`config.mk`:
```
export PLATFORM = sky130hd
export DESIGN_NAME = aso_serial_output_config
export DESIGN_NICKNAME = d
export VERILOG_FILES = /design/src/rtl/aso_pkg.sv /design/src/rtl/aso_cfg_if.sv /design/src/rtl/aso_serial_output_config.sv /design/src/rtl/aso_spi_port.sv
export SDC_FILE = /design/constraint.sdc
export NUM_CORES = 1
export LEC_CHECK = 0
export ABC_AREA = 1
export BUFFER_PORTS_ARGS = -buffer_cell sky130_fd_sc_hd__buf_2
export CORE_UTILIZATION = 59
export CTS_CLUSTER_DIAMETER = 80
export DETAILED_ROUTE_END_ITERATION = 8
export HOLD_SLACK_MARGIN = 0.12
export PLACE_DENSITY_LB_ADDON = 0.1
export SYNTH_ARGS = -nofsm -noshare
export SYNTH_HDL_FRONTEND = slang
export SYNTH_HIERARCHICAL = 1
export SYNTH_SLANG_ARGS = --single-unit
```
`constraint.sdc`:
```
create_clock -name clk_sys_i -period 2.4 [get_ports clk_sys_i]
set_input_delay 0.48 -clock clk_sys_i [delete_from_list [all_inputs] [get_ports clk_sys_i]]
set_output_delay 0.48 -clock clk_sys_i [all_outputs]
set_load 0.05 [all_outputs]
```
`src/rtl/aso_pkg.sv`:
```
`default_nettype none

package aso_pkg;

  ////////////////////////////////////////////////////////////////////////////
  // Geometry
  localparam int NUM_CH   = 8;
  localparam int SAMPLE_W = 14;
  localparam int ADDR_W   = 13;

  ////////////////////////////////////////////////////////////////////////////
  // Register offsets
  localparam logic [12:0] ADDR_CHAN_SEL = 13'h0005;
  localparam logic [12:0] ADDR_FORMAT   = 13'h0014;
  localparam logic [12:0] ADDR_DRIVER   = 13'h0015;
  localparam logic [12:0] ADDR_PHASE    = 13'h0016;

  // Reset values
  localparam logic [7:0] RST_CHAN_SEL = 8'hFF;
  localparam logic [7:0] RST_FORMAT   = 8'h00;
  localparam logic [7:0] RST_DRIVER   = 8'h00;
  localparam logic [7:0] RST_PHASE    = 8'h03;

  // Field positions and codes
  localparam int         FMT_SEL_LSB     = 0;
  localparam int         FMT_INV_BIT     = 2;
  localparam int         FMT_STD_BIT     = 6;
  localparam logic [7:0] FMT_GLOBAL_MASK = 8'hFB;
  localparam logic [1:0] FMT_OFFSET_BIN  = 2'h0;
  localparam logic [1:0] FMT_TWOS        = 2'h1;
  localparam int         DRV_DOUBLE_BIT  = 0;
  localparam int         DRV_TERM_LSB    = 4;
  localparam logic [7:0] DRV_GLOBAL_MASK = 8'hFE;
  localparam logic [3:0] PHASE_MAX       = 4'hA;

  ////////////////////////////////////////////////////////////////////////////
  // Timing: one bit time spans six system clocks, one clock per 60 degrees
  localparam int SYS_PERIOD_NS  = 40;
  localparam int BIT_PERIOD_NS  = 240;
  localparam int PHASES_PER_BIT = BIT_PERIOD_NS / SYS_PERIOD_NS;
  localparam logic [2:0] PH_LAST  = 3'(PHASES_PER_BIT - 1);
  localparam logic [2:0] PH_HALF  = 3'(PHASES_PER_BIT / 2);
  localparam logic [3:0] BIT_LAST = 4'(SAMPLE_W - 1);
  localparam logic [3:0] BIT_HALF = 4'(SAMPLE_W / 2);

  // Control port framing
  localparam logic [4:0] INSTR_LAST = 5'h0F;
  localparam logic [4:0] DATA_LAST  = 5'h07;
  localparam int         RW_BIT     = 15;

  typedef enum logic [2:0] {
    SPI_IDLE,
    SPI_INSTR,
    SPI_WRITE,
    SPI_READ,
    SPI_DONE
  } aso_spi_e;

endpackage : aso_pkg

`default_nettype wire

```
`src/rtl/aso_cfg_if.sv`:
```
`timescale 1ns/1ps
`default_nettype none

interface aso_cfg_if;
  logic        wr_stb;
  logic [12:0] addr;
  logic [7:0]  wdata;
  logic [7:0]  rdata;

  modport port (output wr_stb, output addr, output wdata, input rdata);
  modport regs (input wr_stb, input addr, input wdata, output rdata);
endinterface : aso_cfg_if

`default_nettype wire

```
`src/rtl/aso_serial_output_config.sv`:
```
// Functional notes
// - Format field: 00 offset binary, 01 twos
// - Inversion bit per channel; other format bits global
// - Drive doubling bit per channel; rest global
// - Phase codes 0 to 10, 60 degrees each
// - Phase resets to code 3, 180 degrees
// - Phase moves forwarded clock only, not data
`timescale 1ns/1ps
`default_nettype none

module aso_serial_output_config (
  input  wire logic          clk_sys_i,
  input  wire logic          rstn_i,
  input  wire logic          sclk_i,
  input  wire logic          csb_n_i,
  input  wire logic          sdio_i,
  output logic               sdio_o,
  output logic               sdio_oe_o,
  input  wire logic [111:0]  sample_i,
  output logic               sample_take_o,
  output logic [7:0]         data_o,
  output logic               forwarded_bit_clock_o,
  output logic               forwarded_word_clock_o,
  output logic               lvds_low_power_o,
  output logic [1:0]         term_sel_o,
  output logic [7:0]         drive_double_o
);

  localparam int NCH = aso_pkg::NUM_CH;
  localparam int SW  = aso_pkg::SAMPLE_W;

  aso_cfg_if cfg ();

  aso_spi_port u_port (
    .clk_sys_i (clk_sys_i),
    .rstn_i    (rstn_i),
    .sclk_i    (sclk_i),
    .csb_n_i   (csb_n_i),
    .sdio_i    (sdio_i),
    .sdio_o    (sdio_o),
    .sdio_oe_o (sdio_oe_o),
    .cfg       (cfg)
  );

  ////////////////////////////////////////////////////////////////////////////
  // Configuration registers

  logic [7:0] chan_sel,   next_chan_sel;
  logic [7:0] fmt_global, next_fmt_global;
  logic [7:0] drv_global, next_drv_global;
  logic [7:0] inv_en,     next_inv_en;
  logic [7:0] drv_double, next_drv_double;
  logic [3:0] phase_code, next_phase_code;
  logic [1:0] fmt_sel;

  // Lowest selected channel supplies the local bit on readback
  function automatic logic [2:0] first_sel(input logic [7:0] sel);
    logic [2:0] idx;
    idx = 3'h0;
    for (int i = NCH - 1; i >= 0; i--) begin
      if (sel[i]) begin
        idx = 3'(i);
      end
    end
    return idx;
  endfunction : first_sel

  always_comb begin
    next_chan_sel   = chan_sel;
    next_fmt_global = fmt_global;
    next_drv_global = drv_global;
    next_inv_en     = inv_en;
    next_drv_double = drv_double;
    next_phase_code = phase_code;
    if (cfg.wr_stb) begin
      if (cfg.addr == aso_pkg::ADDR_CHAN_SEL) begin
        next_chan_sel = cfg.wdata;
      end else if (cfg.addr == aso_pkg::ADDR_FORMAT) begin
        next_fmt_global = cfg.wdata & aso_pkg::FMT_GLOBAL_MASK;
        for (int i = 0; i < NCH; i++) begin
          if (chan_sel[i]) begin
            next_inv_en[i] = cfg.wdata[aso_pkg::FMT_INV_BIT];
          end
        end
      end else if (cfg.addr == aso_pkg::ADDR_DRIVER) begin
        next_drv_global = cfg.wdata & aso_pkg::DRV_GLOBAL_MASK;
        for (int i = 0; i < NCH; i++) begin
          if (chan_sel[i]) begin
            next_drv_double[i] = cfg.wdata[aso_pkg::DRV_DOUBLE_BIT];
          end
        end
      end else if (cfg.addr == aso_pkg::ADDR_PHASE) begin
        // Codes above the last legal step are dropped, old phase stays
        if (cfg.wdata[3:0] <= aso_pkg::PHASE_MAX) begin
          next_phase_code = cfg.wdata[3:0];
        end
      end
    end
  end

  always_ff @(posedge clk_sys_i or negedge rstn_i) begin
    if (!rstn_i) begin
      chan_sel   <= aso_pkg::RST_CHAN_SEL;
      fmt_global <= aso_pkg::RST_FORMAT & aso_pkg::FMT_GLOBAL_MASK;
      drv_global <= aso_pkg::RST_DRIVER & aso_pkg::DRV_GLOBAL_MASK;
      inv_en     <= {NCH{aso_pkg::RST_FORMAT[aso_pkg::FMT_INV_BIT]}};
      drv_double <= {NCH{aso_pkg::RST_DRIVER[aso_pkg::DRV_DOUBLE_BIT]}};
      phase_code <= aso_pkg::RST_PHASE[3:0];
    end else begin
      chan_sel   <= next_chan_sel;
      fmt_global <= next_fmt_global;
      drv_global <= next_drv_global;
      inv_en     <= next_inv_en;
      drv_double <= next_drv_double;
      phase_code <= next_phase_code;
    end
  end

  assign fmt_sel = fmt_global[aso_pkg::FMT_SEL_LSB +: 2];

  always_comb begin
    cfg.rdata = 8'h00;
    if (cfg.addr == aso_pkg::ADDR_CHAN_SEL) begin
      cfg.rdata = chan_sel;
    end else if (cfg.addr == aso_pkg::ADDR_FORMAT) begin
      cfg.rdata = fmt_global;
      cfg.rdata[aso_pkg::FMT_INV_BIT] = inv_en[first_sel(chan_sel)];
    end else if (cfg.addr == aso_pkg::ADDR_DRIVER) begin
      cfg.rdata = drv_global;
      cfg.rdata[aso_pkg::DRV_DOUBLE_BIT] = drv_double[first_sel(chan_sel)];
    end else if (cfg.addr == aso_pkg::ADDR_PHASE) begin
      cfg.rdata = {4'h0, phase_code};
    end
  end

  assign lvds_low_power_o = fmt_global[aso_pkg::FMT_STD_BIT];
  assign term_sel_o       = drv_global[aso_pkg::DRV_TERM_LSB +: 2];
  assign drive_double_o   = drv_double;

  ////////////////////////////////////////////////////////////////////////////
  // Bit and word timing from the system clock; phase code delays the forwarded bit clock

  logic [2:0]  ph,       next_ph;
  logic [3:0]  bit_idx,  next_bit_idx;
  logic        take,     next_take;
  logic        wclk,     next_wclk;
  logic        fclk,     next_fclk;
  logic [10:0] hist,     next_hist;
  logic [11:0] taps;
  logic        word_load;
  logic        next_base;

  assign word_load = (ph == aso_pkg::PH_LAST) && (bit_idx == aso_pkg::BIT_LAST);

  always_comb begin
    next_ph      = ph + 3'h1;
    next_bit_idx = bit_idx;
    if (ph == aso_pkg::PH_LAST) begin
      next_ph      = 3'h0;
      next_bit_idx = word_load ? 4'h0 : bit_idx + 4'h1;
    end
    next_take = word_load;
    next_wclk = next_bit_idx < aso_pkg::BIT_HALF;
    next_base = next_ph < aso_pkg::PH_HALF;
    next_hist = {hist[9:0], next_base};
    // Tap k is the undelayed bit clock held back k clocks of 60 degrees;
    // a long delay line trades a few flops for exact phase steps
    taps      = {hist, next_base};
    next_fclk = taps[phase_code];
  end

  always_ff @(posedge clk_sys_i or negedge rstn_i) begin
    if (!rstn_i) begin
      ph      <= 3'h0;
      bit_idx <= 4'h0;
      take    <= 1'b0;
      wclk    <= 1'b0;
      fclk    <= 1'b0;
      hist    <= 11'h000;
    end else begin
      ph      <= next_ph;
      bit_idx <= next_bit_idx;
      take    <= next_take;
      wclk    <= next_wclk;
      fclk    <= next_fclk;
      hist    <= next_hist;
    end
  end

  assign sample_take_o          = take;
  assign forwarded_word_clock_o = wclk;
  assign forwarded_bit_clock_o  = fclk;

  ////////////////////////////////////////////////////////////////////////////
  // Per-channel formatting and serialiser

  function automatic logic [13:0] fmt_word(input logic [13:0] raw,
                                           input logic [1:0]  sel,
                                           input logic        inv);
    logic [13:0] w;
    w = raw;
    if (sel == aso_pkg::FMT_TWOS) begin
      w[13] = ~w[13];
    end
    if (inv) begin
      w = ~w;
    end
    return w;
  endfunction : fmt_word

  logic [13:0] sh [NCH];

  for (genvar c = 0; c < NCH; c++) begin : g_ch
    logic [13:0] next_sh;
    always_comb begin
      next_sh = sh[c];
      if (word_load) begin
        next_sh = fmt_word(sample_i[c*SW +: SW], fmt_sel, inv_en[c]);
      end else if (ph == aso_pkg::PH_LAST) begin
        next_sh = {sh[c][12:0], 1'b0};
      end
    end
    always_ff @(posedge clk_sys_i or negedge rstn_i) begin
      if (!rstn_i) begin
        sh[c] <= 14'h0000;
      end else begin
        sh[c] <= next_sh;
      end
    end
    assign data_o[c] = sh[c][13];
  end

  ////////////////////////////////////////////////////////////////////////////
  // Checks

  logic after_rst;
  always_ff @(posedge clk_sys_i or negedge rstn_i) begin
    if (!rstn_i) begin
      after_rst <= 1'b0;
    end else begin
      after_rst <= 1'b1;
    end
  end
endmodule : aso_serial_output_config

`default_nettype wire

```
`src/rtl/aso_spi_port.sv`:
```
`timescale 1ns/1ps
`default_nettype none

module aso_spi_port (
  input  wire logic  clk_sys_i,
  input  wire logic  rstn_i,
  input  wire logic  sclk_i,
  input  wire logic  csb_n_i,
  input  wire logic  sdio_i,
  output logic       sdio_o,
  output logic       sdio_oe_o,
  aso_cfg_if.port    cfg
);

  aso_pkg::aso_spi_e state,   next_state;
  logic [4:0]        cnt,     next_cnt;
  logic [15:0]       shreg,   next_shreg;
  logic [7:0]        rd_sh,   next_rd_sh;
  logic [7:0]        wdata,   next_wdata;
  logic [12:0]       addr,    next_addr;
  logic              wr_stb,  next_wr_stb;
  logic              load_rd, next_load_rd;
  logic              oe,      next_oe;
  logic              sclk_q;
  logic              rise;
  logic              fall;

  // Pins are synchronous to the system clock, so edges come from one flop
  assign rise = sclk_i & ~sclk_q;
  assign fall = ~sclk_i & sclk_q;

  always_comb begin
    next_state   = state;
    next_cnt     = cnt;
    next_shreg   = shreg;
    next_rd_sh   = rd_sh;
    next_wdata   = wdata;
    next_addr    = addr;
    next_wr_stb  = 1'b0;
    next_load_rd = 1'b0;
    next_oe      = oe;
    if (csb_n_i) begin
      next_state = aso_pkg::SPI_IDLE;
      next_cnt   = 5'h00;
      next_oe    = 1'b0;
    end else begin
      case (state)
        aso_pkg::SPI_IDLE, aso_pkg::SPI_INSTR: begin
          if (rise) begin
            next_shreg = {shreg[14:0], sdio_i};
            next_cnt   = cnt + 5'h01;
            next_state = aso_pkg::SPI_INSTR;
            if (cnt == aso_pkg::INSTR_LAST) begin
              next_cnt  = 5'h00;
              next_addr = next_shreg[12:0];
              if (next_shreg[aso_pkg::RW_BIT]) begin
                next_state   = aso_pkg::SPI_READ;
                next_load_rd = 1'b1;
              end else begin
                next_state = aso_pkg::SPI_WRITE;
              end
            end
          end
        end
        aso_pkg::SPI_WRITE: begin
          if (rise) begin
            next_wdata = {wdata[6:0], sdio_i};
            next_cnt   = cnt + 5'h01;
            if (cnt == aso_pkg::DATA_LAST) begin
              next_wr_stb = 1'b1;
              next_state  = aso_pkg::SPI_DONE;
            end
          end
        end
        aso_pkg::SPI_READ: begin
          if (load_rd) begin
            next_rd_sh = cfg.rdata;
            next_oe    = 1'b1;
          end else if (fall) begin
            next_rd_sh = {rd_sh[6:0], 1'b0};
            next_cnt   = cnt + 5'h01;
            if (cnt == aso_pkg::DATA_LAST) begin
              next_oe    = 1'b0;
              next_state = aso_pkg::SPI_DONE;
            end
          end
        end
        default: begin
          next_state = aso_pkg::SPI_DONE;
        end
      endcase
    end
  end

  always_ff @(posedge clk_sys_i or negedge rstn_i) begin
    if (!rstn_i) begin
      state   <= aso_pkg::SPI_IDLE;
      cnt     <= 5'h00;
      shreg   <= 16'h0000;
      rd_sh   <= 8'h00;
      wdata   <= 8'h00;
      addr    <= 13'h0000;
      wr_stb  <= 1'b0;
      load_rd <= 1'b0;
      oe      <= 1'b0;
      sclk_q  <= 1'b0;
    end else begin
      state   <= next_state;
      cnt     <= next_cnt;
      shreg   <= next_shreg;
      rd_sh   <= next_rd_sh;
      wdata   <= next_wdata;
      addr    <= next_addr;
      wr_stb  <= next_wr_stb;
      load_rd <= next_load_rd;
      oe      <= next_oe;
      sclk_q  <= sclk_i;
    end
  end

  assign sdio_o     = rd_sh[7];
  assign sdio_oe_o  = oe;
  assign cfg.wr_stb = wr_stb;
  assign cfg.addr   = addr;
  assign cfg.wdata  = wdata;

endmodule : aso_spi_port

`default_nettype wire
```
==> impl_metrics.json <==
{
  "ys_seq_area_frac": 0.507,
  "synth_area_sq_um": 11400,
  "final.period_utilization": 0.900,
  "rsz0062_at_grt": "false",
  "cts_buffer_depth": 3,
  "synth_edf_count": 0,
  "dr.pass1.iters": 5,
  "drtIter0Drc": 641,
  "grt_pass1_vias": 8560,
  "layout_min_cycle_time_ns": 2.16,
  "place_area_sq_um": 12300,
  "grt_max_degree": 107,
  "finClkSkew_ns": 0.0183,
  "grt_first_pass_wirelength_microns": 41600,
  "synth_ff_type": "dfrtp_1",
  "fin_cells": 1647,
  "crit_chain": "clkinv_1 > nand2_1 > nor2_1 > nand2_1 > inv_1 > nand3_1 > nand3_1 > nand3_1 > nand2_1 > nand2_1 > nand2_1 > nand3_1 > o21ai_0",
  "r2r_start": "chan_sel[0]",
  "cts_setup_buffers": 0,
  "cts.reportedPaths.clkPinSlew_ns": 0.06,
  "die_x_microns": 141,
  "path_common_cell": "nand2_1",
  "slew_headroom": 0.461,
  "syn_inst": 1266,
  "cp_slowest_cell": "dfstp_2",
  "r2r_slack_ns": 0.24,
  "syn_nets": 1386,
  "worstReg2RegEnd": "u_port/rd_sh[0]",
  "hold_viol": 0,
  "end_kind": "flip-flop",
  "wirelength_microns": 25000,
  "netlist.area_leader.share": 0.484,
  "ir_drop_mv": 0.783,
  "rows": 50,
  "via_per_inst": 5.37,
  "post_cts_resized": 0,
  "max_stage_delay_ns": 0.61,
  "h-tree-depth": 1,
  "synthArstFlopShare": 1.00,
  "rr_worst_depth": 13,
  "synthToLayoutAreaGrowth_pct": 15.5,
  "setup_tns_ns": 0,
  "ant_nets": 0,
  "die_y_microns": 141,
  "worstPathArrival_ns": 2.51,
  "wl_per_cell_microns": 15.2,
  "critPathKind": "reg -> reg",
  "powerDensity_nw_per_um2": 644,
  "yosys_warnings": 6,
  "drive_above_1_share": 0.182,
  "status": "finished, final reports clean",
  "dp.cells": 1602,
  "crit_path_end": "u_port/rd_sh[0]",
  "routabilityCongestion": 0.922,
  "hold_class": "in -> reg",
  "cp_data_required_time_ns": 2.75,
  "synth_top_area_cell": "dfrtp_1",
  "cts.sinks": 231,
  "drc": 0,
  "worst_pin_slew_ns": 0.808,
  "start_util": 0.607,
  "fin_nets": 1490,
  "maxCapViolCount": 0,
  "crit_path_start": "chan_sel[0]",
  "cts_tree": "done",
  "hpwl_microns": 16400,
  "antenna_found_initial": 0,
  "final_area_sq_um": 13200,
  "ys_types": 42,
  "drv_slew": 0,
  "clock_latency_ns": 0.51,
  "clockRootBuffer": "clkbuf_16",
  "ys_ff_latch": 231,
  "vias": 8846,
  "netlist_top_cells_area": "dfrtp_1, o221ai_1, nand2_1",
  "antennaDiodeCount": 0,
  "coreArea_sq_um": 18800,
  "io_pins": 141,
  "syn_area_per_cell_sq_um": 9.03,
  "finalSetupViolations": 0,
  "grt_usage": 0.257,
  "p_leak_uw": 0.00655,
  "critPathLaunchType": "flip-flop",
  "critPathMaxFanout": 8,
  "max_freq_mhz": 463,
  "die_area_sq_um": 19900,
  "portBuffers": 140,
  "numCtsBuffers": 25,
  "globalRouteOverflowTotal": 0
}
## per-layer routing
| layer | GRT usage | vias to the layer above | routed length, microns | part of all wire |
|---|---|---|---|---|
| li1 | - | 4374 | - | - |
| met1 | 0.366 | 4173 | 11300 | 0.45 |
| met2 | 0.426 | 258 | 12000 | 0.48 |
| met3 | 0.0258 | 41 | 1250 | 0.050 |
| met4 | 0.0635 | 0 | 488 | 0.020 |
| met5 | 0 | - | 0 | 0 |
## synthesized netlist by cell type, types with 3 or more instances
library cell and number:
o221ai_1 106, nor3_1 7, buf_1 20, ha_1 3
o22ai_1 4, dfstp_2 10, xor2_1 105, nand2_2 4
inv_2 6, dfrtp_1 221, buf_6 4, o21ai_1 7
nor2_1 43, xnor2_1 8, nand2_1 245, o32ai_1 7
o21ai_0 75, buf_2 24, nand3_1 37, clkbuf_1 23
inv_1 200, nor2_4 5, o211ai_1 5, buf_4 12
a21oi_1 33, o21ai_2 13, a31oi_1 18
## logic make-up (layout without fill, tap and decap cells)
| logic type | Yosys count | count (layout) | synth area share |
|---|---|---|---|
| and+or+nand+nor | 351 | 351 | 0.130 |
| buffers and inverters | 292 | 413 | 0.106 |
| AOI/OAI and AO/OA | 276 | 276 | 0.168 |
| DFF | 231 | 231 | 0.507 |
| xor gates and xnor gates | 113 | 113 | 0.0865 |
| adders and majority gates | 3 | 3 | 0.00328 |
## worst min path at each step
stage             from             to  slack [ns]  cells after the start
2_1_floorplan   rstn_i     bit_idx[0]        0.18                      0
3_3_place_gp   hist[8]        hist[9]        0.36                      0
3_5_place_dp   hist[7]        hist[8]        0.36                      0
4_1_cts         sclk_i  u_port/sclk_q        0.14                      1
5_1_grt         sclk_i  u_port/sclk_q        0.15                      1
6_report        sclk_i  u_port/sclk_q        0.15                      1
## cell type report
type / count / area [sq um]
Clock buffer: 31 / 698
Clock inverter: 13 / 201
Fill cell: 1487 / 5620
Inverter: 208 / 786
Multi-Input combinational cell: 743 / 4450
Sequential cell: 231 / 5790
Tap cell: 260 / 325
Timing Repair Buffer: 161 / 958
## metrics by stage
step	util	total power, uW	hold slack [ns]	worst slack [ns]
after floorplan	-	4210	0.184	0.449
after global placement	0.653	4450	0.360	0.367
after detailed placement	0.653	4450	0.363	0.325
after CTS	0.702	8600	0.140	0.301
after global routing	0.702	8780	0.146	0.0576
final	0.702	8510	0.147	0.240
## report_power, final
| part | switching, uW | internal (uW) |
|---|---|---|
| Sequential | 37.6 | 3950 |
| Combinational | 232 | 153 |
| Clock | 1530 | 2600 |
## flip-flops by register name, summed over array words and instances, names as in the netlist, 5 cells and up
register,flops
fmt_global,7
chan_sel,8
hist,11
u_port/cfg.wdata,8
data_o,8
inv_en,8
drv_global,7
u_port/rd_sh,8
u_port/cnt,5
u_port/cfg.addr,13
drive_double_o,8
u_port/shreg,15
sh,104
## worst max-delay path: cells and delay by family, from the launching register on
family	cells	cell delay [ns]
simple gates	10	0.95
compound gates	1	0.12
buf+inv	2	0.33
flops	1	0.61
## cells in the final DEF, fill, tap and decap left out, types with 3 or more instances in the layout
| master | count |
|---|---|
| clkbuf_8 | 5 |
| xor2_1 | 105 |
| buf_4 | 13 |
| a21oi_1 | 33 |
| xnor2_1 | 8 |
| ha_1 | 3 |
| o22ai_1 | 4 |
| nand2_1 | 244 |
| clkbuf_16 | 25 |
| clkinv_2 | 5 |
| nand2_2 | 4 |
| nor3_1 | 7 |
| nand3_1 | 37 |
| buf_12 | 7 |
| o21ai_2 | 13 |
| inv_2 | 6 |
| inv_1 | 200 |
| o211ai_1 | 5 |
| o221ai_1 | 106 |
| buf_2 | 139 |
| nor2_4 | 6 |
| nor2_1 | 42 |
| a31oi_1 | 18 |
| o21ai_0 | 75 |
| dfrtp_1 | 221 |
| o21ai_1 | 7 |
| o32ai_1 | 7 |
| bufinv_16 | 5 |
| dfstp_2 | 10 |
## timing repair
item                       in CTS  in global routing
setup endpoints to repair       0                  0
hold endpoints to repair       48                  0
hold buffers                    1                  0
(Power assumes the default switching activity.)
